**src/include/program_map_pkg.sv**
```systemverilog
// Constants and types for the program page and data window address map.
// Assumes an 8-bit data space and a 12-bit program counter in the CPU core.
package program_map_pkg;

  // ---------------------------------------------------------------------
  // Widths
  // ---------------------------------------------------------------------
  localparam int PC_W        = 12;
  localparam int PROG_ADDR_W = 13;
  localparam int PAGE_OFS_W  = 11;
  localparam int PC_PAGE_BIT = 11;
  localparam int DATA_W      = 8;
  localparam int DADDR_W     = 8;
  localparam int PAGE_CODE_W = 2;
  localparam int WIN_BASE_W  = 6;
  localparam int WIN_OFS_W   = 6;
  localparam int BANK_OFS_W  = 6;
  localparam int RAM_OFS_W   = 6;
  localparam int STACK_DEPTH = 6;
  localparam int STACK_W     = 12;

  // ---------------------------------------------------------------------
  // Data space map
  // ---------------------------------------------------------------------
  localparam logic [7:0] ADDR_BANK_LO  = 8'h00;
  localparam logic [7:0] ADDR_BANK_HI  = 8'h3f;
  localparam logic [7:0] ADDR_WIN_LO   = 8'h40;
  localparam logic [7:0] ADDR_WIN_HI   = 8'h7f;
  localparam logic [7:0] ADDR_X        = 8'h80;
  localparam logic [7:0] ADDR_Y        = 8'h81;
  localparam logic [7:0] ADDR_V        = 8'h82;
  localparam logic [7:0] ADDR_W        = 8'h83;
  localparam logic [7:0] ADDR_RAM_LO   = 8'h84;
  localparam logic [7:0] ADDR_RAM_HI   = 8'hbf;
  localparam logic [7:0] ADDR_WIN_BASE = 8'hc9;
  localparam logic [7:0] ADDR_PAGE_SEL = 8'hca;
  localparam logic [7:0] ADDR_ACC      = 8'hff;

  // ---------------------------------------------------------------------
  // Values
  // ---------------------------------------------------------------------
  localparam logic [1:0] STATIC_PAGE       = 2'h1;
  localparam logic [1:0] PAGE_CODE_DEFAULT = 2'h0;
  localparam logic [7:0] WO_READ_VALUE     = 8'h00;
  localparam logic [7:0] PROTECT_VALUE     = 8'h00;

  typedef enum logic [3:0] {
    RGN_NONE,
    RGN_BANK,
    RGN_WINDOW,
    RGN_X,
    RGN_Y,
    RGN_V,
    RGN_W,
    RGN_RAM,
    RGN_WOREG,
    RGN_PERIPH,
    RGN_ACC
  } region_t;

endpackage

```
**src/design/program_page_and_data_window_map.sv**
```systemverilog
// Program page mapping, data read-only window and data space decode.
// Assumes a CPU core giving the PC and data accesses synchronous to clk_i,
// and a program memory with combinational read data on its window port.
//
// Operation
// Write-only page select at CAh; two low bits pick the lower program page.
// PC bit 11 high always fetches from static page 1.
// PC bit 11 low maps codes 00,01,10,11 to pages 0,1,2,3.
// Page select undefined after reset; no reads or bit operations on it.
// Readout protection option blocks external readout of program memory.
// Data reads at 40h-7Fh return program memory bytes; code drops the read if ext_read_i is high that cycle.
// Window address is window base over the six low data address bits.
// Window moves through program memory in 64-byte steps by writing base.
// Window base sits at C9h; only bits 5-0 position the window.
// Window base is not cleared by reset; software loads it first.
// Window base is write-only; reads and bit operations do not reach it.
// Software avoids changing window base in interrupts or keeps a RAM image.
// Data addresses 00h-3Fh decode as a banked 64-byte region.
// Data space also holds 60 RAM bytes, core and peripheral registers.
// X 80h, Y 81h, V 82h, W 83h, RAM 84h-BFh, accumulator FFh.
// Hardware stack of six 12-bit return address entries.
// Static page sits at 0800h-0FFFh and also as lower page 1.
// Page select is untouched by interrupts, calls and returns.
// Program space is addressed by a 12-bit program counter.
// Unused bits of page select and window base are ignored.
`timescale 1ns/1ps
module program_page_and_data_window_map (
  input  wire logic                         clk_i,
  input  wire logic                         rst_n_i,
  input  wire logic [11:0]                  pc_i,
  input  wire logic [7:0]                   data_addr_i,
  input  wire logic                         data_rd_i,
  input  wire logic                         data_wr_i,
  input  wire logic                         data_bit_op_i,
  input  wire logic [7:0]                   data_wdata_i,
  output logic      [7:0]                   data_rdata_o,
  output logic                              data_rvalid_o,
  output program_map_pkg::region_t          region_o,
  output logic      [5:0]                   bank_addr_o,
  output logic      [5:0]                   ram_addr_o,
  output logic      [12:0]                  prog_fetch_addr_o,
  output logic      [12:0]                  prog_win_addr_o,
  input  wire logic [7:0]                   prog_win_data_i,
  input  wire logic                         readout_protect_i,
  input  wire logic                         ext_read_i,
  input  wire logic [12:0]                  ext_read_addr_i,
  output logic      [7:0]                   ext_read_data_o,
  output logic                              ext_read_valid_o,
  output logic                              ext_read_blocked_o,
  input  wire logic                         stack_push_i,
  input  wire logic                         stack_pop_i,
  input  wire logic [11:0]                  stack_push_addr_i,
  output logic      [11:0]                  stack_top_o,
  output logic                              page_loaded_o,
  output logic                              window_loaded_o
);

  // ---------------------------------------------------------------------
  // Write-only registers
  // ---------------------------------------------------------------------
  logic       access;
  logic       page_wr;
  logic       win_wr;
  logic [1:0] page_code_raw;
  logic [1:0] page_code;
  logic [5:0] win_base;
  logic       page_loaded;
  logic       win_loaded;

  assign access  = data_wr_i && !data_bit_op_i;
  assign page_wr = access && (data_addr_i == program_map_pkg::ADDR_PAGE_SEL);
  assign win_wr  = access && (data_addr_i == program_map_pkg::ADDR_WIN_BASE);

  write_only_reg #(
    .W (program_map_pkg::PAGE_CODE_W)
  ) u_page_select (
    .clk_i    (clk_i),
    .rst_n_i  (rst_n_i),
    .wr_i     (page_wr),
    .wdata_i  (data_wdata_i),
    .value_o  (page_code_raw),
    .loaded_o (page_loaded)
  );

  write_only_reg #(
    .W (program_map_pkg::WIN_BASE_W)
  ) u_window_base (
    .clk_i    (clk_i),
    .rst_n_i  (rst_n_i),
    .wr_i     (win_wr),
    .wdata_i  (data_wdata_i),
    .value_o  (win_base),
    .loaded_o (win_loaded)
  );

  // Unloaded page code is forced to page 0 so the fetch address never shows unknowns
  assign page_code = page_loaded ? page_code_raw : program_map_pkg::PAGE_CODE_DEFAULT;

  // ---------------------------------------------------------------------
  // Return stack
  // ---------------------------------------------------------------------
  return_stack #(
    .DEPTH (program_map_pkg::STACK_DEPTH),
    .W     (program_map_pkg::STACK_W)
  ) u_stack (
    .clk_i       (clk_i),
    .rst_n_i     (rst_n_i),
    .push_i      (stack_push_i),
    .pop_i       (stack_pop_i),
    .push_data_i (stack_push_addr_i),
    .top_o       (stack_top_o)
  );

  // ---------------------------------------------------------------------
  // Decode
  // ---------------------------------------------------------------------
  logic                      in_bank;
  logic                      in_win;
  logic                      in_ram;
  logic                      win_hit;
  logic                      wo_hit;
  program_map_pkg::region_t  dec_region;

  assign in_bank = data_addr_i <= program_map_pkg::ADDR_BANK_HI;
  assign in_win  = (data_addr_i >= program_map_pkg::ADDR_WIN_LO) &&
                   (data_addr_i <= program_map_pkg::ADDR_WIN_HI);
  assign in_ram  = (data_addr_i >= program_map_pkg::ADDR_RAM_LO) &&
                   (data_addr_i <= program_map_pkg::ADDR_RAM_HI);
  assign win_hit = data_rd_i && in_win && !ext_read_i;
  assign wo_hit  = data_rd_i && ((data_addr_i == program_map_pkg::ADDR_PAGE_SEL) ||
                                 (data_addr_i == program_map_pkg::ADDR_WIN_BASE));

  always_comb begin
    dec_region = program_map_pkg::RGN_PERIPH;
    if (!(data_rd_i || data_wr_i)) begin
      dec_region = program_map_pkg::RGN_NONE;
    end else if (in_bank) begin
      dec_region = program_map_pkg::RGN_BANK;
    end else if (in_win) begin
      dec_region = program_map_pkg::RGN_WINDOW;
    end else if (in_ram) begin
      dec_region = program_map_pkg::RGN_RAM;
    end else begin
      case (data_addr_i)
        program_map_pkg::ADDR_X:        dec_region = program_map_pkg::RGN_X;
        program_map_pkg::ADDR_Y:        dec_region = program_map_pkg::RGN_Y;
        program_map_pkg::ADDR_V:        dec_region = program_map_pkg::RGN_V;
        program_map_pkg::ADDR_W:        dec_region = program_map_pkg::RGN_W;
        program_map_pkg::ADDR_ACC:      dec_region = program_map_pkg::RGN_ACC;
        program_map_pkg::ADDR_PAGE_SEL: dec_region = program_map_pkg::RGN_WOREG;
        program_map_pkg::ADDR_WIN_BASE: dec_region = program_map_pkg::RGN_WOREG;
        default:                        dec_region = program_map_pkg::RGN_PERIPH;
      endcase
    end
  end

  // ---------------------------------------------------------------------
  // Address and read pipeline
  // ---------------------------------------------------------------------
  logic [12:0]              fetch_addr;
  logic [12:0]              next_fetch_addr;
  logic [12:0]              win_addr;
  logic [12:0]              next_win_addr;
  logic                     win_pend;
  logic                     next_win_pend;
  logic                     wo_pend;
  logic                     next_wo_pend;
  logic                     ext_pend;
  logic                     next_ext_pend;
  logic                     ext_prot;
  logic                     next_ext_prot;
  logic [7:0]               rdata;
  logic [7:0]               next_rdata;
  logic                     rvalid;
  logic                     next_rvalid;
  logic [7:0]               ext_data;
  logic [7:0]               next_ext_data;
  logic                     ext_valid;
  logic                     next_ext_valid;
  logic                     ext_blocked;
  logic                     next_ext_blocked;
  program_map_pkg::region_t region;
  program_map_pkg::region_t next_region;
  logic [5:0]               bank_addr;
  logic [5:0]               next_bank_addr;
  logic [5:0]               ram_addr;
  logic [5:0]               next_ram_addr;
  logic [7:0]               ram_ofs;

  assign ram_ofs = data_addr_i - program_map_pkg::ADDR_RAM_LO;

  always_comb begin
    // PC is 12 bits; bit 11 chooses static page or selected page
    if (pc_i[program_map_pkg::PC_PAGE_BIT]) begin
      next_fetch_addr = {program_map_pkg::STATIC_PAGE, pc_i[10:0]};
    end else begin
      next_fetch_addr = {page_code, pc_i[10:0]};
    end
    next_win_addr    = win_addr;
    next_win_pend    = win_hit;
    next_wo_pend     = wo_hit && !win_hit;
    next_ext_pend    = ext_read_i;
    next_ext_prot    = readout_protect_i;
    next_rdata       = rdata;
    next_rvalid      = 1'b0;
    next_ext_data    = ext_data;
    next_ext_valid   = 1'b0;
    next_ext_blocked = ext_blocked;
    next_region      = dec_region;
    next_bank_addr   = bank_addr;
    next_ram_addr    = ram_addr;
    if (ext_read_i) begin
      next_win_addr = ext_read_addr_i;
    end else if (win_hit) begin
      next_win_addr = {1'b0, win_base, data_addr_i[5:0]};
    end
    if (in_bank && (data_rd_i || data_wr_i)) begin
      next_bank_addr = data_addr_i[5:0];
    end
    if (in_ram && (data_rd_i || data_wr_i)) begin
      next_ram_addr = ram_ofs[5:0];
    end
    if (win_pend) begin
      next_rdata  = prog_win_data_i;
      next_rvalid = 1'b1;
    end else if (wo_pend) begin
      next_rdata  = program_map_pkg::WO_READ_VALUE;
      next_rvalid = 1'b1;
    end
    if (ext_pend) begin
      next_ext_data    = ext_prot ? program_map_pkg::PROTECT_VALUE : prog_win_data_i;
      next_ext_valid   = 1'b1;
      next_ext_blocked = ext_prot;
    end
  end

  always_ff @(posedge clk_i or negedge rst_n_i) begin
    if (!rst_n_i) begin
      fetch_addr  <= '0;
      win_addr    <= '0;
      win_pend    <= 1'b0;
      wo_pend     <= 1'b0;
      ext_pend    <= 1'b0;
      ext_prot    <= 1'b0;
      rdata       <= '0;
      rvalid      <= 1'b0;
      ext_data    <= '0;
      ext_valid   <= 1'b0;
      ext_blocked <= 1'b0;
      region      <= program_map_pkg::RGN_NONE;
      bank_addr   <= '0;
      ram_addr    <= '0;
    end else begin
      fetch_addr  <= next_fetch_addr;
      win_addr    <= next_win_addr;
      win_pend    <= next_win_pend;
      wo_pend     <= next_wo_pend;
      ext_pend    <= next_ext_pend;
      ext_prot    <= next_ext_prot;
      rdata       <= next_rdata;
      rvalid      <= next_rvalid;
      ext_data    <= next_ext_data;
      ext_valid   <= next_ext_valid;
      ext_blocked <= next_ext_blocked;
      region      <= next_region;
      bank_addr   <= next_bank_addr;
      ram_addr    <= next_ram_addr;
    end
  end

  assign prog_fetch_addr_o  = fetch_addr;
  assign prog_win_addr_o    = win_addr;
  assign data_rdata_o       = rdata;
  assign data_rvalid_o      = rvalid;
  assign ext_read_data_o    = ext_data;
  assign ext_read_valid_o   = ext_valid;
  assign ext_read_blocked_o = ext_blocked;
  assign region_o           = region;
  assign bank_addr_o        = bank_addr;
  assign ram_addr_o         = ram_addr;
  assign page_loaded_o      = page_loaded;
  assign window_loaded_o    = win_loaded;
endmodule

```
**src/design/write_only_reg.sv**
```systemverilog
// Write-only register that keeps only its used low bits.
// Assumes the writer gives a one-cycle write strobe; contents are not reset.
`timescale 1ns/1ps
module write_only_reg #(
  parameter int W = 2
) (
  input  wire logic         clk_i,
  input  wire logic         rst_n_i,
  input  wire logic         wr_i,
  input  wire logic [7:0]   wdata_i,
  output logic      [W-1:0] value_o,
  output logic              loaded_o
);

  // ---------------------------------------------------------------------
  // Storage
  // ---------------------------------------------------------------------
  logic [W-1:0] value;
  logic [W-1:0] next_value;
  logic         loaded;
  logic         next_loaded;

  always_comb begin
    next_value  = value;
    next_loaded = loaded;
    if (wr_i) begin
      next_value  = wdata_i[W-1:0];
      next_loaded = 1'b1;
    end
  end

  // Contents survive reset
  always_ff @(posedge clk_i) begin
    value <= next_value;
  end

  always_ff @(posedge clk_i or negedge rst_n_i) begin
    if (!rst_n_i) begin
      loaded <= 1'b0;
    end else begin
      loaded <= next_loaded;
    end
  end

  assign value_o  = value;
  assign loaded_o = loaded;

endmodule

```
**src/design/return_stack.sv**
```systemverilog
// Hardware return-address stack of fixed depth.
// Assumes push and pop are one-cycle strobes; overflow drops the oldest entry.
`timescale 1ns/1ps
module return_stack #(
  parameter int DEPTH = 6,
  parameter int W     = 12
) (
  input  wire logic         clk_i,
  input  wire logic         rst_n_i,
  input  wire logic         push_i,
  input  wire logic         pop_i,
  input  wire logic [W-1:0] push_data_i,
  output logic      [W-1:0] top_o
);

  // ---------------------------------------------------------------------
  // Entries
  // ---------------------------------------------------------------------
  logic [W-1:0] entry [DEPTH];
  logic [W-1:0] next_entry [DEPTH];

  always_comb begin
    for (int i = 0; i < DEPTH; i++) begin
      next_entry[i] = entry[i];
    end
    if (push_i && pop_i) begin
      next_entry[0] = push_data_i;
    end else if (push_i) begin
      next_entry[0] = push_data_i;
      for (int i = 1; i < DEPTH; i++) begin
        next_entry[i] = entry[i-1];
      end
    end else if (pop_i) begin
      for (int i = 0; i < DEPTH - 1; i++) begin
        next_entry[i] = entry[i+1];
      end
      next_entry[DEPTH-1] = '0;
    end
  end

  always_ff @(posedge clk_i or negedge rst_n_i) begin
    if (!rst_n_i) begin
      for (int i = 0; i < DEPTH; i++) begin
        entry[i] <= '0;
      end
    end else begin
      for (int i = 0; i < DEPTH; i++) begin
        entry[i] <= next_entry[i];
      end
    end
  end

  assign top_o = entry[0];
endmodule

```
**config.mk**
```make
export PLATFORM = sky130hd
export DESIGN_NAME = program_page_and_data_window_map
export DESIGN_NICKNAME = d
export VERILOG_FILES = /design/src/include/program_map_pkg.sv /design/src/design/program_page_and_data_window_map.sv /design/src/design/write_only_reg.sv /design/src/design/return_stack.sv
export SDC_FILE = /design/constraint.sdc
export NUM_CORES = 1
export LEC_CHECK = 0
export BUFFER_PORTS_ARGS = -buffer_cell sky130_fd_sc_hd__buf_4
export CAP_MARGIN = 30
export CORE_MARGIN = 3
export CORE_UTILIZATION = 54
export CTS_CLUSTER_DIAMETER = 60
export DETAILED_ROUTE_END_ITERATION = 10
export GPL_ROUTABILITY_DRIVEN = 0
export PLACE_DENSITY = 0.8
export SLEW_MARGIN = 20
export SYNTH_ARGS = -nofsm -noshare
export SYNTH_HDL_FRONTEND = slang
export SYNTH_SLANG_ARGS = --single-unit
```
**constraint.sdc**
```tcl
create_clock -name clk_i -period 1.4 [get_ports clk_i]
set_input_delay 0.21 -clock clk_i [delete_from_list [all_inputs] [get_ports clk_i]]
set_output_delay 0.21 -clock clk_i [all_outputs]
set_load 0.1 [all_outputs]
```
==> results.json, run 1 <==
{
  "status": "complete, no violations",
  "async_flop_share_pct": 94.6,
  "rsz0062_at_grt": "no",
  "crit-reg2reg-launch": "ext_pend",
  "synthXorXnorAreaFrac_pct": 0.423,
  "num_io_pins": 145,
  "post_drt_wl_per_cell_um": 16.4,
  "netlist.area_leader.share_pct": 56.0,
  "instances_no_fill": 865,
  "cts_buffers": 17,
  "synth_ff_type": "dfrtp_1",
  "synth_area_mm2": 0.00621,
  "yosysTopAreaCell": "dfrtp_1",
  "diodes": 0,
  "drtIter0Drc": 300,
  "ir_drop_mv": 1.35,
  "slew_headroom_pct": 72.0,
  "endpoint_kind": "primary output",
  "grt_pass1_wl_um": 23500,
  "synth.net_count": 621,
  "clock_sinks": 147,
  "vias": 4579,
  "path_cells": "buf_4",
  "firstDrtPassIters": 4,
  "cts_buffer_depth": 2,
  "hpwl_um": 9390,
  "worstHoldPathCells": 3,
  "syn-instance-count": 545,
  "p_leak_nw": 4.05,
  "overflow": 0,
  "post_cts_buffers": 0,
  "yosysUniqueCellTypes": 36,
  "antenna_found_initial": 0,
  "worstHoldPathType": "input port to flip-flop",
  "detail_route.wirelength_um": 14200,
  "min-delay-start": "ext_read_addr_i[0]",
  "slowest_delay_ns": 0.41,
  "fmax_mhz": 747,
  "dp.cells": 814,
  "synthMuxAreaShare_pct": 13.9,
  "cpLargestDelayFamily": "flip-flops",
  "utilization_pct": 76.0,
  "clock_latency_ns": 0.41,
  "path_buf_inv": 1,
  "cts_resized": 0,
  "cts_root_buf": "clkbuf_16",
  "drc": 0,
  "period_minus_slack_ns": 1.34,
  "cp.arrival_ns": 1.13,
  "r2r-end": "ext_read_data_o[7]",
  "holdBufCountCts": 20,
  "fin_tns_setup_ns": 0,
  "fp.dieH_um": 113,
  "yosys.area_share.simple_pct": 9.23,
  "fin_worst_skew_ns": 0.00483,
  "cp_slowest_cell": "dfrtp_1",
  "hold_viol_final": 0,
  "die-area_mm2": 0.0128,
  "synth_edf_count": 8,
  "period_share_pct": 95.6,
  "grt_pass1_vias": 5026,
  "grtUsageTotal_pct": 23.0,
  "core_area_mm2": 0.0110,
  "fp.dieW_um": 113,
  "via_per_inst": 5.29,
  "ys_seq_area_share_pct": 59.9,
  "start_util_pct": 56.3,
  "synthAdderAreaFrac_pct": 1.21,
  "cts_tree": "done",
  "nets": 789,
  "dp_slack_ns": -0.313,
  "drtAntennaViolNets": 0,
  "p_per_area_mw_per_mm2": 1680,
  "rows": 38,
  "final_area_mm2": 0.00838,
  "finalPower_mw": 14.1,
  "slew_viol_final": 0,
  "rrSetupSlack_ns": 0.39,
  "worstSetupPathDepth": 1,
  "setup_ws_ns": 0.0616,
  "setup_violations": 0,
  "tightest_slew_ns": 0.419,
  "startpoint_type": "flip-flop",
  "critPathKind": "flip-flop to primary output",
  "path_clk_slew_ns": 0.06,
  "place_area_mm2": 0.00764,
  "crit_fanout": 3,
  "synth_warnings": 0,
  "min_to": "prog_win_addr_o[0]",
  "port-buffer-count": 142,
  "synth_top_family_by_area": "multiplexers",
  "syn_to_final_growth_pct": 35.0,
  "synthTopCellsByArea": "dfrtp_1 (56%), mux2i_1 (12%), a21oi_1 (4.0%)",
  "grt_max_degree": 46,
  "fin_hold_ws_ns": 0.0118,
  "htree_levels": 4,
  "drive_gt1_share_pct": 31.0,
  "synth-compound-area-share_pct": 9.85,
  "syn_avg_cell_area_um2": 11.4,
  "cap_viol_max_count": 0,
  "ys_ff_latch": 147,
  "required_ns": 1.19,
  "reg2reg_depth": 3
}
[registers in the layout (all words and copies together) (netlist names), 2 cells and up]
signal and flops:
ram_addr_o 6, prog_win_addr_o 13, bank_addr_o 6, u_window_base.value_o 6, data_rdata_o 8, u_stack.top_o 12
u_stack.entry 60, u_page_select.value_o 2, prog_fetch_addr_o 13, region_o 4, ext_read_data_o 8
[power breakdown]
| part | internal (mW) | switching [mW] |
|---|---|---|
| clock | 2.58 | 1.61 |
| combinational | 1.25 | 2.98 |
| sequential | 5.08 | 0.614 |
[area by class of cell]
type                    instances  area [um^2]
flip-flops and latches        147         3720
fillers                       702         2650
multi-input cells             325         2220
repair buffers                195         1610
clock buffers                  27          493
well taps                     140          175
inverters                      27          121
clock inverters                 4         50.0
[worst max path at each step]
stage | slack [ns] | from | endpoint
floorplan | -0.10 | data_addr_i[3] | ram_addr_o[0]
global placement | -0.27 | data_addr_i[3] | ram_addr_o[1]
detailed placement | -0.31 | data_addr_i[3] | ram_addr_o[2]
CTS | 0.05 | u_stack.top_o[8] | stack_top_o[8]
global route | 0.01 | data_addr_i[3] | ram_addr_o[3]
finish | 0.06 | u_stack.top_o[3] | stack_top_o[3]
[cell usage after synthesis, drive strengths merged (2+ instances only)]
library cell	instances
buf	24
o21ai	45
mux2	12
nand3b	9
nand3	13
nand2b	3
a22o	8
nor3	3
nor4	3
nand2	29
xor2	3
clkbuf	22
or3b	2
edfxtp	8
inv	27
nor3b	2
dfrtp	139
a21oi	49
ha	6
or2	3
nor2	54
mux2i	73
[cell usage in the layout, fill, tap and decap left out, types with 4 or more instances in the layout]
master and count:
ha_1 4, nand2_1 29, buf_4 167, a21oi_1 49
o21ai_0 45, mux2i_1 73, a22o_1 8, nand3b_1 9
edfxtp_1 8, dlygate4sd3_1 20, mux2_2 7, nand3_1 13
buf_12 7, dfrtp_1 139, nor2_1 54, clkbuf_1 7
mux2_4 5, clkbuf_16 17, inv_1 25
[per-layer routing]
metal  part of all wire (%)  vias to the layer above  wire [um]  track usage, %
met5                      0                        -          0               0
met4                    2.0                        0        278            8.17
met3                    4.4                       24        629            6.31
met2                     52                      112       7400            40.4
met1                     41                     2247       5860            27.2
li1                       -                     2196          -               -
[cell families (layout without fill, tap and decap cells)]
| logic type | Yosys count | in the layout |
|---|---|---|
| multiplexers | 85 | 85 |
| AND/OR/NAND/NOR | 123 | 123 |
| AO/OA/AOI/OAI | 108 | 108 |
| adder cells (fa/ha/maj) | 6 | 6 |
| XOR/XNOR | 3 | 3 |
| flip-flops | 147 | 147 |
| buffers and inverters | 73 | 253 |
Note: power is estimated with default switching activity, not from simulation.
==> run 2, diff against run 1 <==
CORE_ASPECT_RATIO = 0.5   (was not set)
CORE_MARGIN = not set   (was 3)
==> run 2 against run 1 <==
Against the previous run: total power down 0.46%; wire length down 7.3%; clock power about the same; global-route usage up 0.44 points; clock skew up 0.0077 ns; final area unchanged; sequential share of layout area unchanged; via count down 1.7%; setup slack worse by 0.0084 ns; critical path type unchanged; critical endpoint is now stack_top_o[10].
==> results.json, run 2 (synthesis results as in run 1) <==
{
  "period_minus_slack_ns": 1.35,
  "drc": 0,
  "tightest_slew_ns": 0.485,
  "required_ns": 1.19,
  "crit_fanout": 3,
  "cp_slowest_cell": "dfrtp_1",
  "slowest_delay_ns": 0.41,
  "hold_viol_final": 0,
  "r2r-end": "data_rdata_o[1]",
  "slew_headroom_pct": 67.5,
  "final_area_mm2": 0.00838,
  "grt_max_degree": 66,
  "largest_reg_flops": 60,
  "cts_resized": 0,
  "grt_pass1_wl_um": 22000,
  "p_leak_nw": 4.03,
  "cp.arrival_ns": 1.14,
  "syn_to_final_growth_pct": 35.0,
  "post_drt_wl_per_cell_um": 15.1,
  "clock_sinks": 147,
  "drtAntennaViolNets": 0,
  "rsz0062_at_grt": "no",
  "htree_levels": 4,
  "clock_latency_ns": 0.41,
  "overflow": 0,
  "detail_route.wirelength_um": 13100,
  "final_cell_mix": "buf_4 (163), dfrtp_1 (139), mux2i_1 (73)",
  "dp_slack_ns": -0.340,
  "cts_tree": "done",
  "period_share_pct": 96.2,
  "critPathKind": "flip-flop to primary output",
  "vias": 4499,
  "crit_path_end": "stack_top_o[10]",
  "fmax_mhz": 743,
  "antenna_found_initial": 0,
  "endpoint_kind": "primary output",
  "instances_no_fill": 871,
  "fp.dieH_um": 77.8,
  "ir_drop_mv": 1.03,
  "rows": 27,
  "p_per_area_mw_per_mm2": 1680,
  "cap_viol_max_count": 0,
  "setup_violations": 0,
  "crit_start": "u_stack.top_o[10]",
  "port-buffer-count": 142,
  "path_cells": "buf_4",
  "cpLargestDelayFamily": "flip-flops",
  "via_per_inst": 5.17,
  "fin_worst_skew_ns": 0.0125,
  "start_util_pct": 56.0,
  "diodes": 0,
  "worstSetupPathDepth": 1,
  "layout_commonest_cell": "buf_4",
  "setup_ws_ns": 0.0532,
  "reg2reg_depth": 3,
  "fin_hold_ws_ns": 0.0129,
  "core_area_mm2": 0.0111,
  "drive_gt1_share_pct": 31.0,
  "cts_root_buf": "clkbuf_16",
  "startpoint_type": "flip-flop",
  "worstHoldPathType": "input port to flip-flop",
  "status": "complete, no violations",
  "fp.dieW_um": 154,
  "grt_pass1_vias": 4470,
  "nets": 789,
  "hpwl_um": 8680,
  "n_fill_cell": 704,
  "dp.cells": 813,
  "rrSetupSlack_ns": 0.31,
  "crit-reg2reg-launch": "win_pend",
  "grtUsageTotal_pct": 23.5,
  "largest-register": "u_stack.entry",
  "post_cts_buffers": 0,
  "path_buf_inv": 1,
  "die-area_mm2": 0.0120,
  "cts_buffer_depth": 2,
  "num_io_pins": 145,
  "path_clk_slew_ns": 0.06,
  "cts_buffers": 17,
  "drtIter0Drc": 263,
  "place_area_mm2": 0.00758,
  "firstDrtPassIters": 5,
  "slew_viol_final": 0
}
## run 2: changes by cell type in the layout (fill, tap and decap cells not counted), moves of 2 or more
cell,before,now
inv_6,0,5
buf_12,7,5
dlygate4sd3_1,20,26
clkbuf_8,3,0
clkinv_4,0,2
buf_4,167,163
clkbuf_1,7,0
clkinv_1,0,2
clkinvlp_4,2,4
inv_8,1,3
## run 2: what timing repair did
| item | 4_1_cts | 5_1_grt |
|---|---|---|
| setup endpoints to repair | 0 | 0 |
| hold buffers | 26 | 0 |
| endpoints found under the hold margin | 145 | 0 |
## run 2: power breakdown
| part | internal [mW] | switching, mW |
|---|---|---|
| Clock | 2.31 | 1.87 |
| Sequential | 5.08 | 0.599 |
| Combinational | 1.24 | 2.95 |
| Total | 8.63 | 5.42 |
## run 2: worst min path at each step
stage	from	endpoint	slack (ns)	depth (start not counted)
global route	ext_read_addr_i[3]	prog_win_addr_o[3]	0.01	3
finish	ext_read_addr_i[3]	prog_win_addr_o[3]	0.01	3
detailed placement	rst_n_i	u_stack.entry[6]	0.11	1
floorplan	rst_n_i	bank_addr_o[0]	-0.09	0
CTS	ext_read_addr_i[3]	prog_win_addr_o[3]	0.002	3
global placement	rst_n_i	u_stack.entry[30]	0.10	1
## run 2: layer usage
layer / GRT usage, % / share of wire, %
met1: 31.0 / 46
met2: 38.0 / 48
met3: 6.26 / 5.1
met4: 7.60 / 1.1
met5: 0 / 0
## run 2: stage by stage
stage / setup TNS, ns / utilization (%) / power [mW]
after floorplan: -0.606 / - / 8.86
final: 0 / 75.7 / 14.1
after global placement: -3.13 / 68.4 / 9.74
after detailed placement: -3.63 / 68.4 / 9.87
after CTS: 0 / 75.7 / 14.2
after global routing: 0 / 75.7 / 14.7
## run 2: cell type report
type / instances / area [um^2] / share of cell area (%)
multi-input cells: 325 / 2220 / 26.5
clock inverters: 15 / 121 / 1.45
clock buffers: 17 / 425 / 5.07
inverters: 27 / 121 / 1.45
flip-flops and latches: 147 / 3720 / 44.4
repair buffers: 195 / 1600 / 19.0
well taps: 145 / 181 / 2.16
